## src/rtl/bttm_pkg.sv

```systemverilog
// Constants and types shared by the bit test-and-modify unit
package bttm_pkg;
  localparam int WORD_W = 24;
  // Wishbone register byte offsets
  localparam logic [7:0] OFF_CMD = 8'h00;
  localparam logic [7:0] OFF_EA_ADDR = 8'h04;
  localparam logic [7:0] OFF_STATUS = 8'h08;
  localparam logic [7:0] OFF_SR = 8'h0C;
  localparam logic [7:0] OFF_RESULT = 8'h10;
  // Command register field positions
  localparam int CMD_BIT_LSB = 0;
  localparam int CMD_BIT_W = 5;
  localparam int CMD_OP_POS = 5;
  localparam int CMD_SPACE_POS = 6;
  localparam int CMD_KIND_LSB = 7;
  localparam int CMD_FIELD_LSB = 10;
  localparam int FIELD_W = 6;
  // Status register bit positions
  localparam int STAT_BUSY = 0;
  localparam int STAT_REJECT = 1;
  localparam int STAT_OLD_BIT = 2;
  // Status register (flags and mode byte) layout
  localparam int SR_CARRY = 0;
  localparam int SR_LIMIT = 6;
  localparam int SR_SCALE = 7;
  localparam int MODE_LSB = 8;
  localparam int MODE_MSB = 15;
  localparam logic [WORD_W-1:0] SR_RESET = 24'h000000;
  localparam logic [4:0] BIT_MAX = 5'h17;
  localparam logic [WORD_W-1:0] HIGH_IO_BASE = 24'hFFFFC0;
  localparam logic [WORD_W-1:0] LOW_IO_BASE = 24'hFFFF80;

  typedef enum logic [2:0] {
    KIND_EA = 3'b000,
    KIND_ABS = 3'b001,
    KIND_HIO = 3'b010,
    KIND_LIO = 3'b011,
    KIND_REG = 3'b100
  } bttm_kind_t;

  typedef enum logic [1:0] {
    ST_IDLE = 2'b00,
    ST_READ = 2'b01,
    ST_WRITE = 2'b10,
    ST_REG = 2'b11
  } bttm_state_t;
endpackage

```

## src/rtl/bttm_unit.sv

```systemverilog
// Bit test-and-invert / test-and-zero execution unit with Wishbone control
`timescale 1ns/10ps
module bttm_unit #(
  parameter logic [5:0] REG_SR_CODE = 6'h39,
  parameter logic [5:0] REG_ACC_A_CODE = 6'h0E,
  parameter logic [5:0] REG_ACC_B_CODE = 6'h0F
) (
  input wire logic clk_i,
  input wire logic rst_i,
  input wire logic wb_cyc_i,
  input wire logic wb_stb_i,
  input wire logic wb_we_i,
  input wire logic [7:0] wb_adr_i,
  input wire logic [3:0] wb_sel_i,
  input wire logic [31:0] wb_dat_i,
  output logic [31:0] wb_dat_o,
  output logic wb_ack_o,
  output logic mem_req_o,
  output logic mem_we_o,
  output logic mem_lock_o,
  output logic mem_space_o,
  output logic [bttm_pkg::WORD_W-1:0] mem_addr_o,
  output logic [bttm_pkg::WORD_W-1:0] mem_wdata_o,
  input wire logic mem_ack_i,
  input wire logic [bttm_pkg::WORD_W-1:0] mem_rdata_i,
  output logic [5:0] reg_sel_o,
  input wire logic [bttm_pkg::WORD_W-1:0] reg_rdata_i,
  output logic reg_we_o,
  output logic [bttm_pkg::WORD_W-1:0] reg_wdata_o,
  input wire logic std_limit_i,
  input wire logic std_scale_i
);
  import bttm_pkg::*;

  bttm_state_t state_q;
  bttm_kind_t kind_q;
  logic [4:0] bit_q;
  logic [5:0] field_q;
  logic op_zero_q, space_q, old_bit_q, reject_q, ack_q;
  logic mem_req_q, mem_we_q, mem_lock_q, reg_we_q;
  logic [31:0] dat_q;
  logic [WORD_W-1:0] ea_addr_q, sr_q, result_q, data_q;
  logic [WORD_W-1:0] mem_addr_q, mem_wdata_q, reg_wdata_q;
  logic wb_wr, cmd_wr, cmd_legal, start, sr_target, mem_done, reg_done;
  logic [4:0] cmd_bit;
  logic [2:0] cmd_kind;
  logic [5:0] cmd_field;
  logic [WORD_W-1:0] mask_w, src_word, new_word, dest_addr;

  // Bus slave answers every access one cycle after the strobe, mapped or not;
  // writes land on the ack edge, when the master is known to hold its data
  assign wb_wr = wb_cyc_i & wb_stb_i & wb_we_i & ack_q;
  assign wb_ack_o = ack_q;
  assign wb_dat_o = dat_q;

  assign cmd_bit = wb_dat_i[CMD_BIT_LSB +: CMD_BIT_W];
  assign cmd_kind = wb_dat_i[CMD_KIND_LSB +: 3];
  assign cmd_field = wb_dat_i[CMD_FIELD_LSB +: FIELD_W];
  assign cmd_wr = wb_wr && wb_adr_i == OFF_CMD && (&wb_sel_i[1:0]);

  always_comb begin
    cmd_legal = cmd_bit <= BIT_MAX;
    unique case (cmd_kind)
      KIND_EA, KIND_ABS, KIND_HIO, KIND_LIO: begin
      end
      KIND_REG: begin
        if (wb_dat_i[CMD_OP_POS] && (cmd_field == REG_ACC_A_CODE ||
            cmd_field == REG_ACC_B_CODE)) begin
          cmd_legal = 1'b0;
        end
      end
      default: cmd_legal = 1'b0;
    endcase
  end

  // Commands written while busy are dropped; software polls the busy bit
  assign start = cmd_wr && cmd_legal && state_q == ST_IDLE;

  assign mask_w = WORD_W'(1) << bit_q;
  assign sr_target = field_q == REG_SR_CODE;
  assign src_word = (state_q == ST_REG) ?
                    (sr_target ? sr_q : reg_rdata_i) : data_q;
  assign new_word = op_zero_q ? (src_word & ~mask_w) : (src_word ^ mask_w);
  assign mem_done = state_q == ST_WRITE && mem_ack_i;
  assign reg_done = state_q == ST_REG;

  always_comb begin
    unique case (kind_q)
      KIND_ABS: dest_addr = {18'h00000, field_q};
      KIND_HIO: dest_addr = HIGH_IO_BASE | {18'h00000, field_q};
      KIND_LIO: dest_addr = LOW_IO_BASE | {18'h00000, field_q};
      default: dest_addr = ea_addr_q;
    endcase
  end

  always_ff @(posedge clk_i) begin
    if (rst_i) begin
      ack_q <= 1'b0;
      dat_q <= 32'h00000000;
    end else begin
      ack_q <= wb_cyc_i & wb_stb_i & ~ack_q;
      dat_q <= 32'h00000000;
      if (wb_cyc_i && wb_stb_i && !wb_we_i && !ack_q) begin
        unique case (wb_adr_i)
          OFF_CMD: dat_q <= {16'h0000, field_q, kind_q, space_q,
                             op_zero_q, bit_q};
          OFF_EA_ADDR: dat_q <= {8'h00, ea_addr_q};
          OFF_STATUS: dat_q <= {29'h00000000, old_bit_q, reject_q,
                                state_q != ST_IDLE};
          OFF_SR: dat_q <= {8'h00, sr_q};
          OFF_RESULT: dat_q <= {8'h00, result_q};
          default: dat_q <= 32'h00000000;
        endcase
      end
    end
  end

  always_ff @(posedge clk_i) begin
    if (rst_i) begin
      bit_q <= 5'h00;
      op_zero_q <= 1'b0;
      space_q <= 1'b0;
      kind_q <= KIND_EA;
      field_q <= 6'h00;
      reject_q <= 1'b0;
    end else if (cmd_wr && state_q == ST_IDLE) begin
      reject_q <= ~cmd_legal;
      if (cmd_legal) begin
        bit_q <= cmd_bit;
        op_zero_q <= wb_dat_i[CMD_OP_POS];
        space_q <= wb_dat_i[CMD_SPACE_POS];
        kind_q <= bttm_kind_t'(cmd_kind);
        field_q <= cmd_field;
      end
    end
  end

  always_ff @(posedge clk_i) begin
    if (rst_i) begin
      ea_addr_q <= 24'h000000;
    end else if (wb_wr && wb_adr_i == OFF_EA_ADDR && state_q == ST_IDLE) begin
      ea_addr_q <= wb_dat_i[WORD_W-1:0];
    end
  end

  always_ff @(posedge clk_i) begin
    if (rst_i) begin
      state_q <= ST_IDLE;
    end else begin
      unique case (state_q)
        ST_IDLE: begin
          if (start) begin
            state_q <= (bttm_kind_t'(cmd_kind) == KIND_REG) ? ST_REG : ST_READ;
          end
        end
        ST_READ: if (mem_ack_i) state_q <= ST_WRITE;
        ST_WRITE: if (mem_ack_i) state_q <= ST_IDLE;
        ST_REG: state_q <= ST_IDLE;
      endcase
    end
  end

  // Lock rises with the read and falls only after the write is acknowledged
  always_ff @(posedge clk_i) begin
    if (rst_i) begin
      mem_req_q <= 1'b0;
      mem_we_q <= 1'b0;
      mem_lock_q <= 1'b0;
      mem_addr_q <= 24'h000000;
      mem_wdata_q <= 24'h000000;
      data_q <= 24'h000000;
    end else begin
      if (state_q == ST_IDLE && start &&
          bttm_kind_t'(cmd_kind) != KIND_REG) begin
        mem_req_q <= 1'b1;
        mem_lock_q <= 1'b1;
        mem_we_q <= 1'b0;
      end
      if (state_q == ST_READ) begin
        mem_addr_q <= dest_addr;
        if (mem_ack_i) begin
          data_q <= mem_rdata_i;
          mem_we_q <= 1'b1;
          mem_wdata_q <= op_zero_q ? (mem_rdata_i & ~mask_w)
                                   : (mem_rdata_i ^ mask_w);
        end
      end
      if (mem_done) begin
        mem_req_q <= 1'b0;
        mem_we_q <= 1'b0;
        mem_lock_q <= 1'b0;
      end
    end
  end

  // Address is valid from the first request cycle since kind is registered
  assign mem_req_o = mem_req_q;
  assign mem_we_o = mem_we_q;
  assign mem_lock_o = mem_lock_q;
  assign mem_space_o = space_q;
  assign mem_addr_o = (state_q == ST_READ) ? dest_addr : mem_addr_q;
  assign mem_wdata_o = mem_wdata_q;

  // Register destinations never touch the memory bus
  always_ff @(posedge clk_i) begin
    if (rst_i) begin
      reg_we_q <= 1'b0;
      reg_wdata_q <= 24'h000000;
    end else begin
      reg_we_q <= reg_done && !sr_target;
      if (reg_done) begin
        reg_wdata_q <= new_word;
      end
    end
  end

  assign reg_sel_o = field_q;
  assign reg_we_o = reg_we_q;
  assign reg_wdata_o = reg_wdata_q;

  always_ff @(posedge clk_i) begin
    if (rst_i) begin
      result_q <= 24'h000000;
      old_bit_q <= 1'b0;
    end else if (mem_done || reg_done) begin
      result_q <= mem_done ? mem_wdata_q : new_word;
      old_bit_q <= |(src_word & mask_w);
    end
  end

  // Instruction update wins over a software write in the same cycle
  always_ff @(posedge clk_i) begin
    if (rst_i) begin
      sr_q <= SR_RESET;
    end else if (reg_done && sr_target) begin
      sr_q <= new_word;
    end else if (mem_done || reg_done) begin
      // Mode byte and V, Z, N, U, E untouched here
      sr_q[SR_CARRY] <= |(src_word & mask_w);
      sr_q[SR_LIMIT] <= sr_q[SR_LIMIT] | std_limit_i;
      sr_q[SR_SCALE] <= sr_q[SR_SCALE] | std_scale_i;
    end else if (wb_wr && wb_adr_i == OFF_SR) begin
      sr_q <= wb_dat_i[WORD_W-1:0];
    end
  end
endmodule

```

## config.mk

```make
export PLATFORM = sky130hd
export DESIGN_NAME = bttm_unit
export DESIGN_NICKNAME = d
export VERILOG_FILES = /design/src/rtl/bttm_pkg.sv /design/src/rtl/bttm_unit.sv
export SDC_FILE = /design/constraint.sdc
export NUM_CORES = 1
export LEC_CHECK = 0
export BUFFER_PORTS_ARGS = -buffer_cell sky130_fd_sc_hd__buf_4
export CAP_MARGIN = 25
export CELL_PAD_IN_SITES_DETAIL_PLACEMENT = 0
export CELL_PAD_IN_SITES_GLOBAL_PLACEMENT = 1
export CORE_MARGIN = 1.5
export CORE_UTILIZATION = 41
export CTS_CLUSTER_DIAMETER = 200
export DETAILED_ROUTE_END_ITERATION = 8
export GPL_TIMING_DRIVEN = 0
export PLACE_DENSITY_LB_ADDON = 0.1
export SLEW_MARGIN = 20
export SYNTH_ARGS = -nofsm -noshare
export SYNTH_HDL_FRONTEND = slang
export SYNTH_SLANG_ARGS = --single-unit
```

## constraint.sdc

```tcl
create_clock -name clk_i -period 3.49 [get_ports clk_i]
set_clock_uncertainty 0.1 [all_clocks]
set_input_delay 0.349 -clock clk_i [delete_from_list [all_inputs] [get_ports clk_i]]
set_output_delay 0.349 -clock clk_i [all_outputs]
set_load 0.01 [all_outputs]
```

==> results of run 1 <==
report_power, final:
group	switching [µW]	internal, µW
Clock	1100	1630
Combinational	175	142
Sequential	0.500	2470
Total	1280	4230
layer usage:
metal	up-vias	GRT usage	share of wire
li1	5349	-	-
met2	455	0.4995	0.46
met4	0	0.1034	0.033
met1	5119	0.3993	0.43
met5	-	0	0
met3	81	0.04562	0.071
cell families after synthesis:
kind of cell / after synthesis / share of synthesized area
simple gates: 489 / 0.2016
compound gates: 367 / 0.1949
flops: 216 / 0.3896
buf+inv: 158 / 0.06291
mux: 76 / 0.06945
fa+ha+maj: 72 / 0.08117
other cells: 1 / 0.0003379
layout make-up:
| cell class | count | area [µm²] |
|---|---|---|
| fillers | 2649 | 12400 |
| multi-input cells | 1012 | 6126 |
| flip-flops and latches | 216 | 4327 |
| repair buffers | 238 | 1897 |
| clock buffers | 33 | 695.7 |
| plain buffers | 122 | 564.3 |
| well taps | 341 | 426.7 |
| clock inverters | 13 | 155.1 |
| inverters | 35 | 131.4 |
registers in the layout, summed over array words and instances, names as in the netlist, 6 cells and up:
| register | count |
|---|---|
| ea_addr_q | 24 |
| result_q | 24 |
| reg_sel_o | 6 |
| mem_wdata_o | 24 |
| mem_addr_q | 24 |
| wb_dat_o | 24 |
| data_q | 24 |
| sr_q | 24 |
| reg_wdata_o | 24 |
worst min-delay path by stage:
| stage | end | slack, ns | cells after the start |
|---|---|---|---|
| CTS | ea_addr_q[3] | 0.006 | 3 |
| global route | ea_addr_q[0] | 0.02 | 3 |
| finish | ea_addr_q[3] | 0.02 | 3 |
| floorplan | data_q[0] | 0.34 | 2 |
| detailed placement | reg_wdata_o[16] | 0.35 | 2 |
| global placement | data_q[8] | 0.34 | 2 |
worst max-delay path: stages (launching register included):
cell and delay (ns):
dfxtp_1 0.49, nand4b_1 0.27, nor3b_4 0.35, buf_4 0.38, mux2i_1 0.31, o21ai_0 0.16
ha_1 0.26, nor4_1 0.30, nand4_1 0.21, o221ai_1 0.27, a31oi_1 0.12
repair_timing:
action,in CTS,in global routing
hold buffers,44,0
resized for setup,1,5
buffers inserted,0,0
setup endpoints to repair,2,2
endpoints found under the hold margin,51,0
cloned,0,0
metrics by stage:
step / TNS (ns) / worst slack (ns) / std cells / utilization / area, µm²
floorplan: 0 / 0.8731 / 1386 / - / 11120
global placement: -0.3818 / -0.2386 / 1920 / 0.4864 / 13000
detailed placement: -0.2681 / -0.1827 / 1920 / 0.4866 / 13010
CTS: 0 / 0.05913 / 2009 / 0.5350 / 14300
global route: 0 / 0.01348 / 2010 / 0.5359 / 14320
finish: 0 / 0.1345 / 2010 / 0.5359 / 14320
layout by cell type, fill, tap and decap left out, types with 8 or more instances in the layout:
cell type      instances
a211oi_1              10
a21oi_1              140
a22oi_1               45
a31oi_1                9
and2_1                27
buf_2                 14
buf_4                205
clkbuf_1              87
clkbuf_16             25
conb_1                 8
dfxtp_1              214
dlygate4sd3_1         44
ha_1                  72
inv_1                 35
mux2_2                 8
mux2i_1               68
nand2_1              260
nand3_1               44
nand4_1               15
nor2_1                75
nor3_1                21
o211ai_1              18
o21ai_0              102
o2bb2ai_1             13
==> results.toml, run 1 <==
[synthesis]
yosysWarnings = 0
synthTopCellsByArea = "dfxtp_1 (39%), nand2_1 (8.8%), ha_1 (8.1%)"
ys.flop_type = "dfxtp_1"
async_reset_ff_frac = 0
synth-edff-count = 0
yosysMostFrequentCell = "nand2_1"
yosys-top-cells-count = "nand2_1 (260), dfxtp_1 (216), a21oi_1 (140), o21ai_0 (102), clkbuf_1 (83)"
synth_top_area_share = 0.3896
yosysTopAreaCell = "dfxtp_1"
synth-seq-cells = 216
synth_seq_area_share = 0.3896
syn_area_um2 = 11100
synthDistinctLibCells = 59
syn_inst = 1379
syn_avg_cell_area_um2 = 8.048

[clocking]
clock_path_buffers = 3
cts_sinks = 216
path_clk_slew_ns = 0.06
cts_max_level = 1
cts_tree = "done"
root_buffer = "clkbuf_16"
cts_buffers = 25
worstSkewPairLatency_ns = 0.54

[setup_path]
regToRegEndpoint = "sr_q[0]"
crit_required_ns = 3.80
endpoint = "sr_q[0]"
cp-end-kind = "register"
reg2reg_from = "reg_sel_o[0]"
reg2reg_slack_ns = 0.13
worstSetupStartpoint = "reg_sel_o[0]"
cp-start-kind = "register"
critical_path_class = "reg -> reg"
reg2reg_depth = 10
cp_max_fo = 19
critPathArrivalTime_ns = 3.67

[sta]
hold_viol_final = 0
maxSlewViolCount = 0
tightest_slew_ns = 0.8682
fin_crit_ns = 3.356
timing.final.crit_share = 0.9615
timing.hold.ws_ns = 0.02085
slew_headroom = 0.4212
rsz0062_at_grt = "no"
setup_viol = 0
fmax_mhz = 298.0

[global_route]
grt_max_degree = 20
grt_antenna_before_repair = 0
grt_pass1_wl_um = 64340
grt_pass1_vias = 10490
grt.overflow.total = 0
grt.total_usage = 0.3013

[worst_hold_path]
hold_class = "in -> reg"
worstHoldStart = "wb_dat_i[3]"

[die]
die-area_um2 = 28060
die_w_um = 167.5
start_util = 0.4153
core-area_um2 = 26730
die_y_um = 167.5
row_count = 60
pin_count = 216

[route]
wl_um = 43060
postRouteAntennaNets = 0
via_count = 11000
wire_per_inst_um = 21.42
drtIter0Drc = 991
drcViolationCount = 0
dr.pass1.iters = 5
viasPerCell = 5.475

[power]
pwr_density_cell_nw_per_um2 = 385.0
vdd.ir_drop.worst_mv = 0.3581
p_total_uw = 5514
leakage_uw = 0.005788

[finish]
drive_gt1_frac = 0.1756
antenna_cells = 0
syn_to_final_growth_pct = 29.05
nets = 1822

[placement]
io_buffers = 193
place.gp.congestion = 0.9231
dp_hpwl_um = 33950

[job]
drv_cap = 0

[run_status]
status = "complete, no violations"
Note: power is estimated with default switching activity, not from simulation.
==> run 2, diff against run 1 <==
Settings changed: RECOVER_POWER set to 100.
==> results.toml, run 2 (same netlist as run 1, synthesis figures left out) <==
[run_status]
status = "complete, no violations"

[global_route]
grt.overflow.total = 0
grt_antenna_before_repair = 0
grt_pass1_wl_um = 64340
grt_max_degree = 20
grt.total_usage = 0.3013
grt_pass1_vias = 10490

[power]
pwr_density_cell_nw_per_um2 = 396.3
vdd.ir_drop.worst_mv = 0.3560
p_total_uw = 5511
p_sw_frac = 0.2318
p_sw_uw = 1277
p_int_uw = 4234
clockPowerShare = 0.495
leakage_uw = 0.005298
combPwrFrac = 0.057
seqPwrFrac = 0.448

[finish]
syn_to_final_growth_pct = 25.31
layout.area.seq_um2 = 4327
drive_gt1_frac = 0.1090
multi_input_area_um2 = 6126
nets = 1822
finalNonFillerCells = 2010
nFillCells = 2703
antenna_cells = 0
final_area_um2 = 13910
final_common_cell = "nand2_1"
final_cell_mix = "nand2_1 (260), dfxtp_1 (214), clkbuf_1 (199)"

[sta]
timing.hold.ws_ns = 0.02060
slew_headroom = 0.4191
maxSlewViolCount = 0
fin_crit_ns = 3.320
timing.final.crit_share = 0.9514
rsz0062_at_grt = "no"
tightest_slew_ns = 0.8713
hold_viol_final = 0
setup_tns_ns = 0
fmax_mhz = 301.2
setup_viol = 0

[setup_path]
reg2reg_slack_ns = 0.17
critPathArrivalTime_ns = 3.63
cp-start-kind = "register"
cp_max_fo = 19
critical_path_class = "reg -> reg"
cp-end-kind = "register"
crit_required_ns = 3.80

[die]
start_util = 0.4153
die_w_um = 167.5
core-area_um2 = 26730
die-area_um2 = 28060
row_count = 60
die_y_um = 167.5
pin_count = 216

[clocking]
cts_max_level = 1
worstSkewPairLatency_ns = 0.54
cts_buffers = 25
clock_path_buffers = 3
root_buffer = "clkbuf_16"
cts_sinks = 216
cts_tree = "done"
post_cts_buffers = 0
path_clk_slew_ns = 0.06

[route]
viasPerCell = 5.468
drcViolationCount = 0
via_count = 10990
dr.pass1.iters = 6
postRouteAntennaNets = 0
drtIter0Drc = 1042
wl_um = 43080
wire_per_inst_um = 21.43

[placement]
place_area_um2 = 13010
place_inst = 1920
io_buffers = 193
dp_hpwl_um = 33950
place.gp.congestion = 0.9231

[worst_hold_path]
hold_class = "in -> reg"

[job]
drv_cap = 0
[run 2: changes by cell type in the layout (fill, tap and decap cells not counted), sizes merged]
cell / change
buf: -113
clkbuf: +113
[run 2: per-layer routing]
| metal | routed length (µm) | global-route usage | share of wire |
|---|---|---|---|
| met1 | 18810 | 0.3993 | 0.44 |
| met2 | 19840 | 0.4995 | 0.46 |
| met3 | 3009 | 0.04562 | 0.070 |
| met4 | 1423 | 0.1034 | 0.033 |
| met5 | 0 | 0 | 0 |
[run 2: critical path, stage by stage (launching register included)]
cell,delay [ns]
dfxtp_1,0.48
nand4b_1,0.28
nor3b_4,0.35
buf_4,0.37
mux2i_1,0.27
o21ai_0,0.17
ha_1,0.25
nor4_2,0.33
nand3_1,0.19
o221ai_1,0.27
a31oi_1,0.11
[run 2: area by class of cell]
cell class              instances  share of cell area
flip-flops and latches        216              0.3111
well taps                     341             0.03068
plain buffers                 122             0.03959
multi-input cells            1012              0.4405
clock inverters                13             0.01116
clock buffers                  33             0.05002
repair buffers                238              0.1075
inverters                      35            0.009447
[run 2: worst paths after layout]
| path | start | endpoint | cells after the start |
|---|---|---|---|
| setup reg to reg | reg_sel_o[0] | sr_q[0] | 10 |
| hold / removal | wb_dat_i[3] | ea_addr_q[3] | 3 |
| setup / recovery | reg_sel_o[0] | sr_q[0] | 10 |
| hold reg to reg | reg_wdata_o[4] | reg_wdata_o[4] | 2 |
[run 2: timing repair]
| action | in CTS | in global routing |
|---|---|---|
| hold buffers | 44 | 0 |
| setup endpoints to repair | 2 | 2 |
| endpoints found under the hold margin | 51 | 0 |
| gates resized for setup | 1 | 5 |
| pin swaps | 0 | 0 |
[run 2: through the flow]
step,setup slack (ns),util
5_1_grt,0.01526,0.5204
4_1_cts,0.05913,0.5350
3_5_place_dp,-0.1827,0.4866
3_3_place_gp,-0.2386,0.4864
6_report,0.1697,0.5204
2_1_floorplan,0.8731,-
[run 2: power by group through the flow]
stage | Sequential, µW | Combinational [µW] | Clock (µW)
after floorplan | 2520 | 113 | 0
after global placement | 2520 | 272 | 0
after detailed placement | 2520 | 273 | 0
after CTS | 2470 | 313 | 2760
after global routing | 2460 | 335 | 2860
final | 2470 | 316 | 2730
==> run 3, diff against run 2 <==
Settings changed: CTS_BUF_LIST set to sky130_fd_sc_hd__clkbuf_16, SKIP_LAST_GASP set to 1, SLEW_MARGIN 20 to not set.
==> results.toml, run 3 (same netlist as run 1, synthesis figures left out) <==
[clocking]
clock_path_buffers = 3
cts_max_level = 1
cts_buffers = 26
path_clk_slew_ns = 0.06
cts_tree = "done"
root_buffer = "clkbuf_16"
cts_sinks = 216
worstSkewPairLatency_ns = 0.55

[die]
row_count = 60
core-area_um2 = 26730
die-area_um2 = 28060
pin_count = 216
start_util = 0.4153
die_w_um = 167.5
die_y_um = 167.5

[setup_path]
reg2reg_slack_ns = 0.14
cp_max_fo = 10
critical_path_class = "reg -> reg"
reg2reg_depth = 10
regToRegEndpoint = "sr_q[0]"
cp-end-kind = "register"
critPathArrivalTime_ns = 3.67
reg2reg_from = "reg_sel_o[0]"
cp-start-kind = "register"
crit_required_ns = 3.81

[sta]
tightest_slew_ns = 0.9506
hold_viol_final = 0
rsz0062_at_grt = "no"
fin_crit_ns = 3.352
setup_tns_ns = 0
setup_viol = 0
slew_headroom = 0.3663
timing.final.crit_share = 0.9605
timing.hold.ws_ns = 0.008482
fmax_mhz = 298.3
maxSlewViolCount = 0

[finish]
drive_gt1_frac = 0.1041
final_common_cell = "nand2_1"
finalNonFillerCells = 2012
nets = 1824
syn_to_final_growth_pct = 24.54
final_util = 0.5172
antenna_cells = 0
final_cell_mix = "nand2_1 (260), dfxtp_1 (214), clkbuf_1 (196)"

[worst_hold_path]
hold_class = "in -> reg"
hold_path_end = "ea_addr_q[0]"
whs_path_depth = 3
worstHoldStart = "wb_dat_i[0]"

[global_route]
use_met2 = 0.4987
grt_antenna_before_repair = 0
grt.total_usage = 0.3035
met3_usage = 0.04396
grt_pass1_vias = 10470
grt.overflow.total = 0
grt_pass1_wl_um = 64630
grt_max_degree = 20
use_met1 = 0.4024
top_usage_layer = "met2"

[power]
p_total_uw = 5241
vdd.ir_drop.worst_mv = 0.2622
leakage_uw = 0.005289
pwr_density_cell_nw_per_um2 = 379.2

[route]
wire_per_inst_um = 21.64
postRouteAntennaNets = 0
drcViolationCount = 0
wl_um = 43530
drtIter0Drc = 1178
viasPerCell = 5.523
via_count = 11110
dr.pass1.iters = 5

[placement]
place_inst = 1921
place.gp.congestion = 0.9231
dp_hpwl_um = 34030
io_buffers = 193

[job]
drv_cap = 0

[run_status]
status = "complete, no violations"
==> run 3: per-stage QoR <==
stage | area (µm²) | worst slack (ns)
6_report | 13820 | 0.1378
5_1_grt | 13820 | 0.01099
4_1_cts | 14220 | 0.04734
3_5_place_dp | 13010 | -0.2269
3_3_place_gp | 13000 | -0.2386
2_1_floorplan | 11120 | 0.8731
==> run 3: critical path, stage by stage, from the launching register on <==
cell and delay [ns]:
dfxtp_1 0.49, nand4b_1 0.28, nor3b_4 0.40, clkbuf_4 0.33, mux2i_1 0.31, o21ai_0 0.17
ha_1 0.23, nor4_2 0.32, nand3_1 0.19, o221ai_1 0.27, a31oi_1 0.11
==> run 3: report_power, final <==
group | switching, µW | total (µW) | internal, µW
Sequential | 0.522 | 2470 | 2470
Clock | 1110 | 2460 | 1350
Combinational | 176 | 317 | 141
Total | 1280 | 5240 | 3960
==> run 3: how the worst max path moves through the flow <==
stage	from	endpoint	slack [ns]
after floorplan	reg_sel_o[5]	sr_q[0]	0.87
after global placement	reg_sel_o[4]	sr_q[0]	-0.24
after detailed placement	reg_sel_o[4]	sr_q[0]	-0.23
after CTS	reg_sel_o[4]	sr_q[0]	0.05
after global routing	reg_sel_o[0]	sr_q[0]	0.01
final	reg_sel_o[0]	sr_q[0]	0.14
==> run 3: timing repair <==
item	CTS	global route
endpoints found under the hold margin	53	0
hold buffers	44	0
buffers inserted	0	0
gates resized for setup	2	5
setup endpoints to repair	2	2
==> run 3: area by class of cell <==
cell class	count	area, µm²
Clock buffer	26	650.6
Clock inverter	21	110.1
Timing Repair Buffer	239	1503
Fill cell	2796	12900
Inverter	35	131.4
Buffer	122	553.0
Tap cell	341	426.7
Sequential cell	216	4327
Multi-Input combinational cell	1012	6121
==> run 3: metal layers <==
metal / vias to the layer above / part of all wire
li1: 5362 / -
met1: 5213 / 0.44
met2: 452 / 0.46
met3: 85 / 0.070
met4: 0 / 0.037
met5: - / 0
